**src/logic/qdac_consts.vh**
```
`ifndef QDAC_CONSTS_VH
`define QDAC_CONSTS_VH
`define QDAC_FRAME_BITS     16
`define QDAC_CNT_W          5
`define QDAC_CODE_W         10
`define QDAC_SEL_HI_BIT     15
`define QDAC_SEL_LO_BIT     14
`define QDAC_ACT_HI_BIT     13
`define QDAC_ACT_LO_BIT     12
`define QDAC_DATA_MSB       11
`define QDAC_CODE_LSB       2
`define QDAC_ACT_LOAD       2'h0
`define QDAC_ACT_LOAD_UPD   2'h1
`define QDAC_ACT_ALL_UPD    2'h2
`define QDAC_ACT_PDOWN      2'h3
`define QDAC_TERM_HIZ       2'h0
`define QDAC_TERM_2K5       2'h1
`define QDAC_TERM_100K      2'h2
`define QDAC_CODE_RST       10'h000
`endif

```
**src/logic/qdac_serial_port.v**
```verilog
`timescale 1ns/1ps
`include "qdac_consts.vh"
module qdac_serial_port #(
  parameter CODE_W = `QDAC_CODE_W
) (
  input  wire              clk_in,
  input  wire              nrst_in,
  input  wire              frame_n_in,
  input  wire              sclk_in,
  input  wire              sdata_in,
  output reg  [4*CODE_W-1:0] out_codes_out,
  output reg               powered_down_out,
  output reg  [1:0]        term_sel_out,
  output reg               frame_done_out
);
  ////////////////////////////////////////////////////////////////////////////
  // Constants
  localparam integer     CNT_W    = `QDAC_CNT_W;
  localparam integer     FRAME_W  = `QDAC_FRAME_BITS;
  localparam integer     LAST_I   = `QDAC_FRAME_BITS - 1;
  localparam [CNT_W-1:0] CNT_ZERO = {CNT_W{1'b0}};
  localparam [CNT_W-1:0] CNT_ONE  = {{(CNT_W-1){1'b0}}, 1'b1};
  localparam [2:0]       PIN_IDLE = 3'h4;
  localparam [2:0]       ST_IDLE  = 3'h1;
  localparam [2:0]       ST_SHIFT = 3'h2;
  localparam [2:0]       ST_DONE  = 3'h4;

  ////////////////////////////////////////////////////////////////////////////
  // Input synchronisers: frame, clock and data pins, two flip-flops each
  wire [2:0] pin_raw;
  wire [2:0] pin_sync;
  assign pin_raw = {frame_n_in, sclk_in, sdata_in};

  genvar p;
  generate
    for (p = 0; p < 3; p = p + 1) begin : g_sync
      reg meta;
      reg sync;
      always @(posedge clk_in or negedge nrst_in) begin
        if (!nrst_in) begin
          meta <= PIN_IDLE[p];
          sync <= PIN_IDLE[p];
        end else begin
          meta <= pin_raw[p];
          sync <= meta;
        end
      end
      assign pin_sync[p] = sync;
    end
  endgenerate

  wire frame_act = ~pin_sync[2];
  wire sclk_now  = pin_sync[1];
  wire data_now  = pin_sync[0];

  ////////////////////////////////////////////////////////////////////////////
  // Serial clock falling edge; reset level matches the idle low clock
  reg  sclk_prev;
  always @(posedge clk_in or negedge nrst_in) begin
    if (!nrst_in) begin
      sclk_prev <= 1'b0;
    end else begin
      sclk_prev <= sclk_now;
    end
  end
  wire sclk_fall = sclk_prev & ~sclk_now;

  ////////////////////////////////////////////////////////////////////////////
  // Frame state: idle, shifting, done (later edges ignored)
  reg  [2:0]         state;
  reg  [2:0]         next_state;
  reg  [CNT_W-1:0]   bit_cnt;
  reg  [FRAME_W-1:0] shreg;
  wire [31:0]        bit_cnt_w = {{(32-CNT_W){1'b0}}, bit_cnt};
  wire               shifting  = frame_act && sclk_fall && (state != ST_DONE);
  wire               last_edge = shifting && (bit_cnt_w == LAST_I);
  wire [FRAME_W-1:0] word      = {shreg[FRAME_W-2:0], data_now};

  always @* begin
    next_state = state;
    case (state)
      ST_IDLE: begin
        if (frame_act) begin
          next_state = ST_SHIFT;
        end
      end
      ST_SHIFT: begin
        if (!frame_act) begin
          next_state = ST_IDLE;
        end else if (last_edge) begin
          next_state = ST_DONE;
        end
      end
      ST_DONE: begin
        if (!frame_act) begin
          next_state = ST_IDLE;
        end
      end
      default: begin
        next_state = ST_IDLE;
      end
    endcase
  end

  always @(posedge clk_in or negedge nrst_in) begin
    if (!nrst_in) begin
      state <= ST_IDLE;
    end else begin
      state <= next_state;
    end
  end

  ////////////////////////////////////////////////////////////////////////////
  // Shift register and bit count
  always @(posedge clk_in or negedge nrst_in) begin
    if (!nrst_in) begin
      shreg   <= {FRAME_W{1'b0}};
      bit_cnt <= CNT_ZERO;
    end else if (!frame_act) begin
      bit_cnt <= CNT_ZERO;
    end else if (shifting) begin
      shreg   <= word;
      bit_cnt <= bit_cnt + CNT_ONE;
    end
  end

  ////////////////////////////////////////////////////////////////////////////
  // Command decode
  wire [1:0]        sel  = {word[`QDAC_SEL_HI_BIT], word[`QDAC_SEL_LO_BIT]};
  wire [1:0]        act  = {word[`QDAC_ACT_HI_BIT], word[`QDAC_ACT_LO_BIT]};
  wire [CODE_W-1:0] code = word[`QDAC_DATA_MSB:`QDAC_CODE_LSB];
  reg               wr_one;
  reg               wr_all;
  reg               do_upd;
  reg               do_pd;
  reg  [1:0]        pd_term;

  always @* begin
    wr_one = 1'b0;
    wr_all = 1'b0;
    do_upd = 1'b0;
    do_pd  = 1'b0;
    case (act)
      `QDAC_ACT_LOAD: begin
        wr_one = last_edge;
      end
      `QDAC_ACT_LOAD_UPD: begin
        wr_one = last_edge;
        do_upd = last_edge;
      end
      `QDAC_ACT_ALL_UPD: begin
        wr_all = last_edge;
        do_upd = last_edge;
      end
      `QDAC_ACT_PDOWN: begin
        do_pd = last_edge;
      end
      default: begin
        do_pd = 1'b0;
      end
    endcase
  end

  // Address 11 in power-down falls back to high impedance
  always @* begin
    case (sel)
      `QDAC_TERM_2K5: begin
        pd_term = `QDAC_TERM_2K5;
      end
      `QDAC_TERM_100K: begin
        pd_term = `QDAC_TERM_100K;
      end
      default: begin
        pd_term = `QDAC_TERM_HIZ;
      end
    endcase
  end

  wire [4*CODE_W-1:0] held_codes;
  qdac_code_store #(
    .W (CODE_W)
  ) u_store (
    .clk_in       (clk_in),
    .nrst_in      (nrst_in),
    .wr_all_in    (wr_all),
    .wr_one_in    (wr_one),
    .wr_sel_in    (sel),
    .wr_code_in   (code),
    .rd_codes_out (held_codes)
  );
  ////////////////////////////////////////////////////////////////////////////
  // Output stage: on update commands, codes follow the store one cycle after its write
  reg upd_pend;
  reg wake_pend;

  always @(posedge clk_in or negedge nrst_in) begin
    if (!nrst_in) begin
      upd_pend       <= 1'b0;
      wake_pend      <= 1'b0;
      frame_done_out <= 1'b0;
    end else begin
      upd_pend       <= do_upd;
      wake_pend      <= last_edge && !do_pd;
      frame_done_out <= last_edge;
    end
  end

  always @(posedge clk_in or negedge nrst_in) begin
    if (!nrst_in) begin
      powered_down_out <= 1'b0;
      term_sel_out     <= `QDAC_TERM_HIZ;
    end else if (do_pd) begin
      powered_down_out <= 1'b1;
      term_sel_out     <= pd_term;
    end else if (wake_pend) begin
      powered_down_out <= 1'b0;
    end
  end

  always @(posedge clk_in or negedge nrst_in) begin
    if (!nrst_in) begin
      out_codes_out <= {4*CODE_W{1'b0}};
    end else if (upd_pend) begin
      out_codes_out <= held_codes;
    end
  end
endmodule // qdac_serial_port

```
**src/logic/qdac_code_store.v**
```verilog
`timescale 1ns/1ps
`include "qdac_consts.vh"
// Four channel codes; read data are registered
module qdac_code_store #(
  parameter W = 10
) (
  input  wire         clk_in,
  input  wire         nrst_in,
  input  wire         wr_all_in,
  input  wire         wr_one_in,
  input  wire [1:0]   wr_sel_in,
  input  wire [W-1:0] wr_code_in,
  output reg  [4*W-1:0] rd_codes_out
);
  genvar i;
  generate
    for (i = 0; i < 4; i = i + 1) begin : g_ch
      always @(posedge clk_in or negedge nrst_in) begin
        if (!nrst_in) begin
          rd_codes_out[i*W +: W] <= {W{1'b0}};
        end else if (wr_all_in || (wr_one_in && wr_sel_in == i)) begin
          rd_codes_out[i*W +: W] <= wr_code_in;
        end
      end
    end
  endgenerate
endmodule // qdac_code_store

```
**config.mk**
```make
export PLATFORM = sky130hd
export DESIGN_NAME = qdac_serial_port
export DESIGN_NICKNAME = d
export VERILOG_FILES = /design/src/logic/qdac_serial_port.v /design/src/logic/qdac_code_store.v
export VERILOG_INCLUDE_DIRS = /design/src /design/src/logic
export SDC_FILE = /design/constraint.sdc
export NUM_CORES = 1
export LEC_CHECK = 0
export ABC_AREA = 1
export BUFFER_PORTS_ARGS = -buffer_cell sky130_fd_sc_hd__buf_2
export CAP_MARGIN = 10
export CORE_UTILIZATION = 52
export DETAILED_ROUTE_END_ITERATION = 16
export PLACE_DENSITY = 0.83
export SYNTH_ARGS = -nofsm -noshare
export SYNTH_HDL_FRONTEND = slang
export SYNTH_SLANG_ARGS = --single-unit
```
**constraint.sdc**
```tcl
create_clock -name clk_in -period 1.65 [get_ports clk_in]
set_clock_uncertainty 0.15 [all_clocks]
set_input_delay 0.2475 -clock clk_in [delete_from_list [all_inputs] [get_ports clk_in]]
set_output_delay 0.2475 -clock clk_in [all_outputs]
set_load 0.005 [all_outputs]
```
==> summary.txt <==
Clock tree
  • Clk pin slew, worst setup/hold paths: 0.06 ns
  • Number of buffers created by CTS: 17
  • Worst-Skew Late Latency: 0.53 ns
  • CTS Root Cell: clkbuf_8
  • Clk buf depth: 2
  • CTS tree: done
  • H-tree Lvls: 4
  • CTS sink count: 116

Status
  • Outcome: complete, but fails checks
  • Failing checks: negative setup slack

Setup path
  • Startpoint types: flop
  • Cell breakdown of the critical path: ha_4 -> nand2_4 -> nor2_4 -> ha_4 -> inv_4 -> nor2_4 -> nand2_4 -> buf_6 -> nand3_1 -> nand2_1
  • CP max-delay cell: dfrtp_1
  • Crit path launch: bit_cnt[1]
  • Crit end category: flop
  • Reg2Reg Capture Point: u_store.rd_codes_out[35]
  • Crit Reg-Reg Startpoint: bit_cnt[1]
  • Crit-path max cell delay: 0.40 ns
  • Worst Path Arrival: 2.29 ns
  • Crit path buffers/inverters: 2
  • Max FO, Critical Path: 8
  • Crit path max-delay family: simple AND/OR/NAND/NOR gates
  • Critical Path RT: 1.91 ns
  • WP depth: 10
  • FF-to-FF setup slack: -0.38 ns
  • Crit path to: u_store.rd_codes_out[35]
  • R2r worst-path depth: 10
  • Setup CP Type: flop to flop

Yosys
  • Ys async rst share: 100%
  • Simple logic cell fraction of the synthesized area: 19.7%
  • Post-synth top flop: dfrtp_1
  • Cell variety after synth: 23
  • Synthesis-stage register bit count: 116
  • Sequential share of the synthesized area: 64.3%
  • Area leader, netlist: dfrtp_1
  • Largest family of logic cells by synthesized area: simple AND/OR/NAND/NOR gates
  • Synthesized area: 0.00452 mm^2
  • Adder-Cell Fraction of Synth Area: 1.66%
  • Syn nets: 426
  • Mux share of post-synthesis cell area: 9.97%
  • Share of the synthesized area in the top cell type: 62.6%
  • Most common cell in the netlist: nand2_1
  • Syn avg cell area: 10.9 um^2
  • Synth cell count leaders: nand2_1 (138), dfrtp_1 (113), nand3_1 (43), mux2_2 (40), inv_1 (14)
  • Ranking of synthesized cells by area: dfrtp_1 (63%), nand2_1 (11%), mux2_2 (10%)
  • Number of enable flip-flop cells after synthesis: 0
  • Post-Syn Instances: 415
  • Compound-Gate Fraction of Synth Area: 1.44%
  • Post-Synth XOR/XNOR Area: 0%
  • Synth Warn #: 0

Worst hold path
  • Worst Hold Class: primary input to async pin

STA
  • Tcrit/Tclk final: 123%
  • Setup TNS: -13.89 ns
  • Final Setup Violations: 54
  • Tmin final: 2.03 ns
  • Final Hold Fails: 0
  • Relative slew slack: 71.6%
  • F_max: 0.493 GHz
  • Fin worst setup slack: -0.378 ns
  • RSZ-0062 raised after global routing: true
  • Slew @ Worst Pin: 0.422 ns
  • Max-slew violations: 0

Job
  • # Max-Cap Violations: 0

Layout
  • Synth-to-Final Area Change: 35.4%
  • Core Util, Final: 73.7%
  • Antenna diodes: 0
  • Nets: 523
  • Share of layout cells above drive strength 1: 37.0%
  • Post-Layout Cell Count: 630

Route
  • DR DRC count: 0
  • Metal2 WL: 5940 um
  • WL met1: 4730 um
  • Vias/cell: 5.78
  • Via count: 3,639
  • Iteration-0 DRC Markers: 309
  • Routed Antenna Nets: 0
  • Post-Route WL: 12,100 um
  • WL/cell: 19.3 um
  • WL met3: 921 um
  • Drt first pass iters: 8
  • Top routing layer in use: met4

Global route
  • Gr usage total: 27.2%
  • Congestion Overflow GR: 0
  • First-pass GRT wire length: 17,700 um
  • Largest net degree at the start of global routing: 43
  • Vias in the first global route: 3,517
  • Antenna violations before repair: 0

Place
  • Pre-CTS setup slack: -0.233 ns
  • Post-DP HPWL: 6090 um
  • RePlAce Congestion: 0.822
  • Placed cell count: 576
  • Buffers on Ports: 48

Pwr
  • Combinational power share: 4.4%
  • Switching part of the total: 21.5%
  • Tot Pwr: 0.00743 W
  • Static leakage: 3.36 nW
  • Clock power share: 53.7%
  • Seq pwr share: 41.8%
  • Pwr dens: 1210 mW/mm^2
  • Internal power: 0.00583 W
  • P_sw: 0.00160 W
  • Peak supply drop: 0.796 mV

Floorplan
  • IO Count: 49
  • Core footprint: 0.00830 mm^2
  • Die width: 95.2 um
  • Initial Utilization: 54.4%
  • Die ar.: 0.00906 mm^2
  • Die height: 95.2 um
  • Site Rows: 33
==> worst min path at each step <==
stage          startpoint          endpoint  slack, ns  depth (start not counted)
2_1_floorplan     nrst_in        bit_cnt[0]      -0.20                          0
3_3_place_gp      nrst_in  powered_down_out       0.02                          1
3_5_place_dp      nrst_in  powered_down_out       0.02                          1
4_1_cts           nrst_in    g_sync[1].sync       0.03                          2
5_1_grt           nrst_in    g_sync[1].meta       0.04                          2
6_report          nrst_in          state[1]       0.02                          2
==> per-stage QoR <==
stage                     hold slack, ns  instance area [um^2]
after global placement            0.0171                  5060
final                             0.0244                  6120
after CTS                         0.0263                  5930
after floorplan                   -0.198                  4550
after global routing              0.0401                  6120
after detailed placement          0.0158                  5060
==> flip-flops by register name (all words and copies together) (netlist names) <==
| signal | cells |
|---|---|
| sclk_prev | 1 |
| out_codes_out | 40 |
| wake_pend | 1 |
| bit_cnt | 5 |
| data_now | 1 |
| powered_down_out | 1 |
| frame_done_out | 1 |
| g_sync.meta | 3 |
| u_store.rd_codes_out | 40 |
| shreg | 15 |
| state | 3 |
| upd_pend | 1 |
| g_sync.sync | 2 |
| term_sel_out | 2 |
==> cell families after synthesis <==
kind of cell,after synthesis
compound gates,12
fa+ha+maj,6
buf+inv,31
flops,116
mux,40
simple gates,210
==> layout make-up <==
class                   instances  area [um^2]
flip-flops and latches        116         2910
fillers                       450         2180
multi-input cells             269         1630
repair buffers                 93          741
clock buffers                  22          473
clock inverters                10          175
well taps                     105          131
inverters                      15         61.3
==> metal layers <==
layer  vias up  global-route usage, %
met4         0                   17.0
met2       212                   42.6
met3        55                   8.77
li1       1562                      -
met5         -                      0
met1      1810                   32.5
==> cells in the final DEF, fill, tap and decap left out <==
cell,instances
ha_1,4
dfstp_2,3
buf_4,20
nand2_2,6
buf_12,4
o21ai_2,1
bufinv_16,5
buf_16,1
inv_1,12
buf_8,4
nand2_1,130
clkbuf_1,1
o22ai_1,1
nor2_4,5
dlygate4sd3_1,4
buf_2,49
a22o_1,1
inv_2,1
ha_4,2
buf_6,10
nor2_1,8
nand3_2,4
o21ai_1,2
clkinv_2,5
clkbuf_16,17
nand3_1,40
nand4_1,5
nor3_1,3
dfrtp_1,113
nand2_4,7
clkbuf_8,5
nand2_8,1
inv_4,2
mux2_2,40
nor2_2,1
or2_2,1
o21ai_0,7
==> power by group through the flow <==
stage	clock network (W)	registers (W)	logic, W
CTS	0.00399	0.00308	0.000275
global placement	0	0.00312	0.000238
detailed placement	0	0.00312	0.000260
floorplan	0	0.00306	0.000123
global route	0.00416	0.00311	0.000365
finish	0.00399	0.00311	0.000330
==> what timing repair did <==
action                                 in CTS  in global routing
pin swaps                                   5                  4
hold buffers                                4                  0
setup endpoints to repair                  51                 65
gates cloned                                5                  1
resized for setup                          20                 39
endpoints found under the hold margin     119                  0
setup buffers                               8                  5
(Power assumes the default switching activity.)
